$ cat config.mk
export PLATFORM = sky130hd
export DESIGN_NAME = cdi_top
export DESIGN_NICKNAME = d
export VERILOG_FILES = /design/src/inc/cdi_pkg.sv /design/src/verilog/cdi_top.sv
export SDC_FILE = /design/constraint.sdc
export NUM_CORES = 2
export LEC_CHECK = 0
export BUFFER_PORTS_ARGS = -buffer_cell sky130_fd_sc_hd__buf_2
export CORE_ASPECT_RATIO = 1.2
export CORE_MARGIN = 1.5
export CORE_UTILIZATION = 30
export CTS_CLUSTER_SIZE = 8
export DETAILED_ROUTE_END_ITERATION = 6
export SYNTH_ARGS = -nofsm -noshare
export SYNTH_HDL_FRONTEND = slang
export SYNTH_SLANG_ARGS = --single-unit
$ cat constraint.sdc
create_clock -name clock -period 6 [get_ports clock]
set_input_delay 1.2 -clock clock [delete_from_list [all_inputs] [get_ports clock]]
set_output_delay 1.2 -clock clock [all_outputs]
set_load 0.02 [all_outputs]
$ cat src/inc/cdi_pkg.sv
package cdi_pkg;
  // clock and timing
  localparam int CLK_NS = 8;
  localparam int EXEC_NS = 18500;
  localparam int HOME_NS = 760000;
  localparam int BLINK_NS = 185000000;
  localparam int EXEC_CYC = (EXEC_NS + CLK_NS - 1) / CLK_NS;
  localparam int HOME_CYC = (HOME_NS + CLK_NS - 1) / CLK_NS;
  localparam int BLINK_CYC = BLINK_NS / CLK_NS;
  // apb register offsets
  localparam logic [7:0] A_INSTR = 8'h00;
  localparam logic [7:0] A_DATA = 8'h04;
  localparam logic [7:0] A_STATE = 8'h08;
  localparam logic [7:0] A_CTRL = 8'h0c;
  // display ram layout
  localparam logic [7:0] SPACE_CODE = 8'h20;
  localparam logic [6:0] LINE1_END = 7'h27;
  localparam logic [6:0] LINE2_BASE = 7'h40;
  localparam logic [6:0] LINE2_END = 7'h67;
  localparam logic [6:0] ONE_END = 7'h4f;
  localparam logic [5:0] OFF_LAST = 6'h27;
  localparam logic [6:0] CLR_LAST = 7'h7f;
  // duty codes and link enable reset value
  localparam logic [1:0] DUTY_8 = 2'h0;
  localparam logic [1:0] DUTY_11 = 2'h1;
  localparam logic [1:0] DUTY_16 = 2'h2;
  localparam logic LINK_EN_RST = 1'b1;

  typedef enum logic {S_IDLE = 1'b0, S_BUSY = 1'b1} cdi_state_e;

  typedef enum logic [3:0] {
    K_NONE = 4'h0, K_CLEAR = 4'h1, K_HOME = 4'h2, K_ENTRY = 4'h3, K_DISP = 4'h4,
    K_SHIFT = 4'h5, K_FUNC = 4'h6, K_CGA = 4'h7, K_DDA = 4'h8
  } cdi_kind_e;

  typedef struct packed {
    logic rs;
    logic rd;
    logic [7:0] data;
  } cdi_op_s;

  typedef struct packed {
    logic display_on;
    logic cursor_on;
    logic blink_on;
    logic step_up;
    logic entry_shift;
    logic wide_bus;
    logic two_line;
    logic font_tall;
  } cdi_mode_s;

  localparam cdi_mode_s MODE_RST = 8'h1c;

  typedef struct packed {
    logic on;
    logic cursor_show;
    logic blink_solid;
    logic [1:0] duty;
    logic [5:0] offset;
    logic [6:0] cursor_addr;
  } cdi_panel_s;

  // the kind is fixed by the highest set bit; lower bits are operands or ignored
  function automatic cdi_kind_e cdi_decode(input logic [7:0] d);
    casez (d)
      8'b1???????: return K_DDA;
      8'b01??????: return K_CGA;
      8'b001?????: return K_FUNC;
      8'b0001????: return K_SHIFT;
      8'b00001???: return K_DISP;
      8'b000001??: return K_ENTRY;
      8'b0000001?: return K_HOME;
      8'b00000001: return K_CLEAR;
      default: return K_NONE;
    endcase
  endfunction : cdi_decode

  function automatic logic [6:0] cdi_step(input logic [6:0] a, input logic up, input logic cg, input logic two);
    if (cg) return {1'b0, up ? a[5:0] + 6'h1 : a[5:0] - 6'h1};
    if (two) begin
      if (up) return (a == LINE1_END) ? LINE2_BASE : (a == LINE2_END) ? 7'h00 : a + 7'h1;
      return (a == LINE2_BASE) ? LINE1_END : (a == 7'h00) ? LINE2_END : a - 7'h1;
    end
    if (up) return (a == ONE_END) ? 7'h00 : a + 7'h1;
    return (a == 7'h00) ? ONE_END : a - 7'h1;
  endfunction : cdi_step

  // window start; a left shift moves the window forward by one column
  function automatic logic [5:0] cdi_roll(input logic [5:0] o, input logic left);
    if (left) return (o == OFF_LAST) ? 6'h00 : o + 6'h1;
    return (o == 6'h00) ? OFF_LAST : o - 6'h1;
  endfunction : cdi_roll

  function automatic logic [31:0] cdi_nib(input logic [7:0] b, input logic wide, input logic ph);
    if (wide) return {24'h0, b};
    return ph ? {24'h0, b[3:0], 4'h0} : {24'h0, b[7:4], 4'h0};
  endfunction : cdi_nib
endpackage : cdi_pkg

$ cat src/verilog/cdi_top.sv
`timescale 1ns/10ps
module cdi_top #(
  parameter int HOME_CYCLES = cdi_pkg::HOME_CYC,
  parameter int BLINK_CYCLES = cdi_pkg::BLINK_CYC
) (
  input wire logic clock,
  input wire logic rst_n,
  input wire logic psel,
  input wire logic penable,
  input wire logic pwrite,
  input wire logic [7:0] paddr,
  input wire logic [31:0] pwdata,
  output logic [31:0] prdata,
  output logic pready,
  output logic pslverr,
  input wire logic chip_select_n,
  input wire logic serial_clock,
  input wire logic serial_data_in,
  input wire logic instr_data_select,
  input wire logic [6:0] scan_addr,
  output logic [7:0] scan_data,
  output cdi_pkg::cdi_panel_s panel,
  output logic busy_indicator
);
  import cdi_pkg::*;

  logic cs_s1, cs_s2, ck_s1, ck_s2, ck_s3, di_s1, di_s2, rs_s1, rs_s2;
  logic [2:0] bit_cnt;
  logic [7:0] ser_sr;
  logic ser_valid;
  cdi_op_s ser_op;
  logic link_en;
  logic nib_phase;
  logic [3:0] nib_hi;
  cdi_mode_s mode;
  logic [6:0] address_counter_reg;
  logic sel_cg;
  logic [5:0] offset;
  logic pre_pend;
  logic [7:0] out_data;
  cdi_state_e state;
  logic [31:0] cnt;
  logic clearing;
  logic [6:0] clr_idx;
  logic [31:0] blink_cnt;
  logic blink_phase;
  logic [7:0] display_data_ram [128];
  logic [7:0] glyph_pattern_ram [64];

  // pins come from outside; two flops before any use
  always_ff @(posedge clock or negedge rst_n) begin
    if (!rst_n) begin
      cs_s1 <= 1'b1;
      cs_s2 <= 1'b1;
      ck_s1 <= 1'b0;
      ck_s2 <= 1'b0;
      ck_s3 <= 1'b0;
      di_s1 <= 1'b0;
      di_s2 <= 1'b0;
      rs_s1 <= 1'b0;
      rs_s2 <= 1'b0;
    end else begin
      cs_s1 <= chip_select_n;
      cs_s2 <= cs_s1;
      ck_s1 <= serial_clock;
      ck_s2 <= ck_s1;
      ck_s3 <= ck_s2;
      di_s1 <= serial_data_in;
      di_s2 <= di_s1;
      rs_s1 <= instr_data_select;
      rs_s2 <= rs_s1;
    end
  end

  // serial link is write only, msb first, eight bits per byte
  always_ff @(posedge clock or negedge rst_n) begin
    if (!rst_n) begin
      bit_cnt <= 3'h0;
      ser_sr <= 8'h00;
      ser_valid <= 1'b0;
      ser_op <= '0;
    end else begin
      ser_valid <= 1'b0;
      if (cs_s2) begin
        bit_cnt <= 3'h0;
      end else if (ck_s2 && !ck_s3) begin
        ser_sr <= {ser_sr[6:0], di_s2};
        bit_cnt <= bit_cnt + 3'h1;
        if (bit_cnt == 3'h7) begin
          ser_valid <= 1'b1;
          ser_op <= '{rs: rs_s2, rd: 1'b0, data: {ser_sr[6:0], di_s2}};
        end
      end
    end
  end

  logic acc, port_hit, known, byte_done, apb_op_valid, go_req, op_go, long_op;
  cdi_op_s apb_op, go_op;
  cdi_kind_e kind;
  logic is_wr, is_rd, is_instr;
  logic [6:0] step_ac;

  assign acc = psel && penable;
  assign port_hit = (paddr == A_INSTR) || (paddr == A_DATA);
  assign known = port_hit || (paddr == A_STATE) || (paddr == A_CTRL);
  assign pready = 1'b1;
  assign pslverr = acc && !known;
  assign byte_done = mode.wide_bus || nib_phase;
  // a status read is answered at once and never counts as an operation
  assign apb_op_valid = acc && port_hit && byte_done && !((paddr == A_INSTR) && !pwrite);
  assign apb_op.rs = (paddr == A_DATA);
  assign apb_op.rd = !pwrite;
  assign apb_op.data = mode.wide_bus ? pwdata[7:0] : {nib_hi, pwdata[7:4]};
  // apb wins a same-cycle clash; the serial byte is then dropped
  assign go_op = apb_op_valid ? apb_op : ser_op;
  assign go_req = apb_op_valid || (ser_valid && link_en);
  assign op_go = go_req && (state == S_IDLE);
  assign kind = go_op.rs ? K_NONE : cdi_decode(go_op.data);
  assign is_wr = go_op.rs && !go_op.rd;
  assign is_rd = go_op.rs && go_op.rd;
  assign is_instr = !go_op.rs && !go_op.rd;
  assign long_op = is_instr && ((kind == K_CLEAR) || (kind == K_HOME));
  assign step_ac = cdi_step(address_counter_reg, mode.step_up, sel_cg, mode.two_line);

  always_ff @(posedge clock or negedge rst_n) begin
    if (!rst_n) begin
      link_en <= LINK_EN_RST;
    end else if (acc && pwrite && (paddr == A_CTRL)) begin
      link_en <= pwdata[0];
    end
  end

  // nibble bookkeeping: high nibble first on both writes and reads
  always_ff @(posedge clock or negedge rst_n) begin
    if (!rst_n) begin
      nib_phase <= 1'b0;
      nib_hi <= 4'h0;
    end else if (mode.wide_bus) begin
      nib_phase <= 1'b0;
    end else if (acc && port_hit) begin
      nib_phase <= !nib_phase;
      if (pwrite && !nib_phase) begin
        nib_hi <= pwdata[7:4];
      end
    end
  end

  // modes, address counter and display window
  always_ff @(posedge clock or negedge rst_n) begin
    if (!rst_n) begin
      mode <= MODE_RST;
      address_counter_reg <= 7'h00;
      sel_cg <= 1'b0;
      offset <= 6'h00;
      pre_pend <= 1'b0;
    end else begin
      pre_pend <= 1'b0;
      if (op_go && go_op.rs) begin
        address_counter_reg <= step_ac;
        pre_pend <= 1'b1;
        if (is_wr && !sel_cg && mode.entry_shift) begin
          offset <= cdi_roll(offset, mode.step_up);
        end
      end else if (op_go && is_instr) begin
        unique case (kind)
          K_CLEAR: begin
            address_counter_reg <= 7'h00;
            sel_cg <= 1'b0;
            offset <= 6'h00;
            mode.step_up <= 1'b1;
          end
          K_HOME: begin
            address_counter_reg <= 7'h00;
            sel_cg <= 1'b0;
            offset <= 6'h00;
          end
          K_ENTRY: begin
            mode.step_up <= go_op.data[1];
            mode.entry_shift <= go_op.data[0];
          end
          K_DISP: begin
            mode.display_on <= go_op.data[2];
            mode.cursor_on <= go_op.data[1];
            mode.blink_on <= go_op.data[0];
          end
          K_SHIFT: begin
            if (go_op.data[3]) begin
              offset <= cdi_roll(offset, !go_op.data[2]);
            end else begin
              address_counter_reg <= cdi_step(address_counter_reg, go_op.data[2], sel_cg, mode.two_line);
              pre_pend <= 1'b1;
            end
          end
          K_FUNC: begin
            mode.wide_bus <= go_op.data[4];
            mode.two_line <= go_op.data[3];
            mode.font_tall <= go_op.data[2];
          end
          K_CGA: begin
            address_counter_reg <= {1'b0, go_op.data[5:0]};
            sel_cg <= 1'b1;
            pre_pend <= 1'b1;
          end
          K_DDA: begin
            address_counter_reg <= go_op.data[6:0];
            sel_cg <= 1'b0;
            pre_pend <= 1'b1;
          end
          K_NONE: begin
          end
        endcase
      end
    end
  end

  // busy timer
  always_ff @(posedge clock or negedge rst_n) begin
    if (!rst_n) begin
      state <= S_IDLE;
      cnt <= 32'h0;
    end else begin
      unique case (state)
        S_IDLE: begin
          if (op_go) begin
            state <= S_BUSY;
            cnt <= long_op ? HOME_CYCLES - 1 : EXEC_CYC - 1;
          end
        end
        S_BUSY: begin
          if (cnt == 32'h0) begin
            state <= S_IDLE;
          end else begin
            cnt <= cnt - 32'h1;
          end
        end
      endcase
    end
  end
  assign busy_indicator = (state == S_BUSY);

  // clear fills one location per cycle; it ends well inside the busy time
  always_ff @(posedge clock or negedge rst_n) begin
    if (!rst_n) begin
      clearing <= 1'b0;
      clr_idx <= 7'h00;
    end else if (op_go && is_instr && (kind == K_CLEAR)) begin
      clearing <= 1'b1;
      clr_idx <= 7'h00;
    end else if (clearing) begin
      clr_idx <= clr_idx + 7'h1;
      if (clr_idx == CLR_LAST) begin
        clearing <= 1'b0;
      end
    end
  end

  always_ff @(posedge clock) begin
    if (clearing) begin
      display_data_ram[clr_idx] <= SPACE_CODE;
    end else if (op_go && is_wr && !sel_cg) begin
      display_data_ram[address_counter_reg] <= go_op.data;
    end
    if (op_go && is_wr && sel_cg) begin
      glyph_pattern_ram[address_counter_reg[5:0]] <= go_op.data;
    end
  end

  // read register holds the byte the next data read returns
  always_ff @(posedge clock or negedge rst_n) begin
    if (!rst_n) begin
      out_data <= 8'h00;
      scan_data <= 8'h00;
    end else begin
      scan_data <= display_data_ram[scan_addr];
      if (pre_pend) begin
        out_data <= sel_cg ? glyph_pattern_ram[address_counter_reg[5:0]] : display_data_ram[address_counter_reg];
      end
    end
  end

  always_ff @(posedge clock or negedge rst_n) begin
    if (!rst_n) begin
      blink_cnt <= 32'h0;
      blink_phase <= 1'b0;
    end else if (!mode.blink_on) begin
      blink_cnt <= 32'h0;
      blink_phase <= 1'b0;
    end else if (blink_cnt == BLINK_CYCLES - 1) begin
      blink_cnt <= 32'h0;
      blink_phase <= !blink_phase;
    end else begin
      blink_cnt <= blink_cnt + 32'h1;
    end
  end

  assign panel.on = mode.display_on;
  assign panel.cursor_show = mode.display_on && mode.cursor_on;
  assign panel.blink_solid = mode.display_on && mode.blink_on && blink_phase;
  assign panel.duty = mode.two_line ? DUTY_16 : (mode.font_tall ? DUTY_11 : DUTY_8);
  assign panel.offset = offset;
  assign panel.cursor_addr = address_counter_reg;

  always_comb begin
    unique case (paddr)
      A_INSTR: prdata = cdi_nib({busy_indicator, address_counter_reg}, mode.wide_bus, nib_phase);
      A_DATA: prdata = cdi_nib(out_data, mode.wide_bus, nib_phase);
      A_STATE: prdata = {14'h0, panel.duty, blink_phase, sel_cg, offset, mode};
      A_CTRL: prdata = {31'h0, link_en};
      default: prdata = 32'h0;
    endcase
  end
endmodule : cdi_top

==> summary.md <==
| Metric | Value |
|---|---|
| Average wire per standard cell | around 30 um |
| Crit end category | output port |
| Worst Hold Class | input port to asynchronous set/reset pin |
| Gpl congestion | around 0.89 |
| Inserted Clock Buffers | about 230 |
| Drt total wl | about 240000 um |
| Post-CTS Hold Fix Bufs | 0 |
| Fin nets | 4800 |
| Area Growth Syn to Fin | 15.9% |
| Util after Layout | 35.0% |
| Vias in the first global route | 46500 |
| Inst Count DP | ~7700 |
| Routed vias | about 47000 |
| Clk_lat worst skew | between 0.8 and 0.9 ns |
| Port bufs | a little under 80 |
| Number of buffers and inverters on the critical path | 3 |
| Die Area | ~250000 um^2 |
| Post-CTS resize count | 0 |
| GRT Overall Usage | 18.5% |
| Die boundary width | between 400 and 500 um |
| Number of flip-flops in the largest register | 1024 |
| Worst slew margin | around 6.3% |
| Most frequent cell after synthesis | edfxtp_1 |
| Largest delay contributor family on the critical path | compound AO/OA/AOI/OAI gates |
| FP Rows | between 150 and 200 |
| Number of hold violations in the final report | 0 |
| Async SR Flop Fraction | under 10% |
| Pwr Density | 292 nW/um^2 |
| Clock slew at reported path FFs | roughly 0.060 ns |
| Required time of the worst setup path | 4.80 ns |
| Crit-path max FO | 12 |
| Skew final | slightly above 0.06 ns |
| Status | complete, no violations |
| Initial antenna violation count | 5 |
| Core area | ~240000 um^2 |
| CP cell instances | buf_4 -> clkinv_1 -> o21ai_0 -> nor2_1 -> a21oi_1 -> a22o_1 -> buf_2 |
| Number of enable flip-flop cells after synthesis | between 1500 and 2000 |
| Share of the synthesized area in the top cell type | roughly 63% |
| Vias per inst | around 5.8 |
| Slowest stage delay, CP | 0.72 ns |
| P_leak | 0.0249 uW |
| Setup ws final | between 1 and 1.5 ns |
| Type of origin of the critical path | register |
| Leading area contributor after synthesis | edfxtp_1 |
| Io pins | ~120 |
| Clock Path Buffers | 3 |
| Clk sinks | roughly 1700 |
| DRC viols | 0 |
| Synth Warn # | 0 |
| DRT antenna net count | 0 |
| Max-cap violations | 0 |
| Starting Density | between 30 and 40% |
| Most frequent cells after synthesis | 1536 x edfxtp_1, 653 x a22oi_1, 350 x nor2_1 |
| H-tree Lvls | 4 |
| Worst Path Arrival | about 3.7 ns |
| Setup CP Type | register to output port |
| Netlist cell types | just under 90 |
| Most used DFF post-synth | edfxtp_1 |
| Wl on met1 | a little under 90000 um |
| Largest net degree at the start of global routing | between 100 and 150 |
| Global-route wire length before repair | 334000 um |
| 1st-iter DRT viols | between 6000 and 7000 |
| Fillers | ~23000 |
| #FFs+latches synth | between 1500 and 2000 |
| Avg Inst Size Synth | roughly 16 um^2 |
| DR pass1 iterations | 6 |
| Total congestion overflow | 0 |
| Finished Layout Cells | 8047 |
| Root Buffer | clkbuf_16 |
| Setup_tns | 0 ns |
| CTS tree | yes |
| Fmax | ~210 MHz |
| Final period utilization | a little over 80% |
| Mapped Area | ~73000 um^2 |
| RSZ-0062 raised after global routing | false |
| FF/Latch Area | between 40000 and 50000 um^2 |
| Area of the multi-input gates | 21900 um^2 |
| Top Layer Used | met4 |
| Post-route minimum period | 4.87 ns |
| DP Wirelength | ~150000 um |
| Slew Viols, Final | 0 |
| Mapped Cells | between 4000 and 5000 |
| Least-Margin Pin Slew | about 1.4 ns |
| Setup-failing EPs final | 0 |
| Sequential share of the synthesized area | between 60% and 70% |
| Met2 Wirelength | 112000 um |
| Peak supply drop | roughly 320 uV |
| Top post-synthesis cells by area | edfxtp_1 63%, mux4_2 11%, a22oi_1 6.7% |
| Vert. Die Dim | 544 um |
| Setup bufs post-CTS | 0 |
| Layout cells sized above 1 | a little over a fifth |
| Met3 Wirelength | between 20000 and 25000 um |
| Largest reg by FF count | display_data_ram |
| Critical-path top delay cell | dfrtp_1 |
| Place WS | slightly below 0.7 ns |
-- final cells by class --
class | instances | area share [%]
Timing Repair Buffer | 317 | 3.08
Antenna cell | 2 | 0.00589
Tap cell | 3200 | 4.72
Clock buffer | 327 | 7.18
Sequential cell | 1684 | 58.7
Multi-Input combinational cell | 2470 | 25.8
Inverter | 33 | 0.146
Clock inverter | 14 | 0.357
-- worst register-to-register path, cell delays in order (launching register included) --
cell,delay [ns]
dfstp_2,0.52
buf_4,0.28
o22a_1,0.21
nand4_2,0.20
or2_1,0.30
a21o_1,0.24
nor4_4,0.49
buf_4,0.30
nor3b_1,0.07
a21oi_1,0.99
or2_1,0.49
nor2_1,0.36
-- cell families (layout without fill, tap and decap cells) --
kind of cell / Yosys count / after routing / share of synthesized area, %
AOI/OAI and AO/OA: 1157 / 1157 / 11.6
xor gates and xnor gates: 66 / 66 / 0.789
adders and majority gates: 10 / 10 / 0.171
buffers and inverters: 405 / 691 / 2.26
DFF: 1684 / 1684 / 68.0
muxes: 417 / 417 / 11.7
other: 2 / 17 / 0.0103
and+or+nand+nor: 805 / 805 / 5.43
-- final timing paths --
check	startpoint	endpoint	depth (start not counted)	slack, ns
setup / recovery	address_counter_reg[1]	prdata[5]	7	1.13
hold / removal	rst_n	offset[3]	1	0.32
setup reg to reg	mode[2]	display_data_ram[21][5]	11	1.22
hold reg to reg	ck_s1	ck_s2	0	0.35
max in group asynchronous	rst_n	cnt[14]	2	4.41
min in group clock	ck_s1	ck_s2	0	0.35
-- routing by layer --
layer	track usage, %	vias to the layer above
met1	23.5	24100
met5	0	-
met2	29.9	2888
met3	3.55	596
met4	9.89	0
li1	-	19200
-- stage by stage --
stage	hold slack [ns]	instance area, um^2	total power (uW)
finish	0.319	84900	24800
floorplan	0.331	73300	13100
global route	0.343	84900	25400
global placement	0.339	78500	13200
CTS	0.295	84900	24900
detailed placement	0.345	78500	13200
-- power breakdown --
group / internal (uW) / switching (uW)
logic: 134 / 204
registers: 12700 / 16.0
clock network: 6920 / 4840
total: 19700 / 5060
-- placed cells by master (no fill, tap or decap), types with 52 or more instances in the layout --
master and n:
edfxtp_1 1536, a22oi_1 653, nor2_1 344, mux4_2 342, clkbuf_16 229, buf_4 210, dfrtp_1 139, nand2_1 106
a21oi_1 106, clkbuf_1 98, nand4_1 95, buf_2 72, a41oi_1 61, a22o_1 59, a31oi_1 58, a221oi_1 58
o21ai_0 52
(Power assumes the default switching activity.)
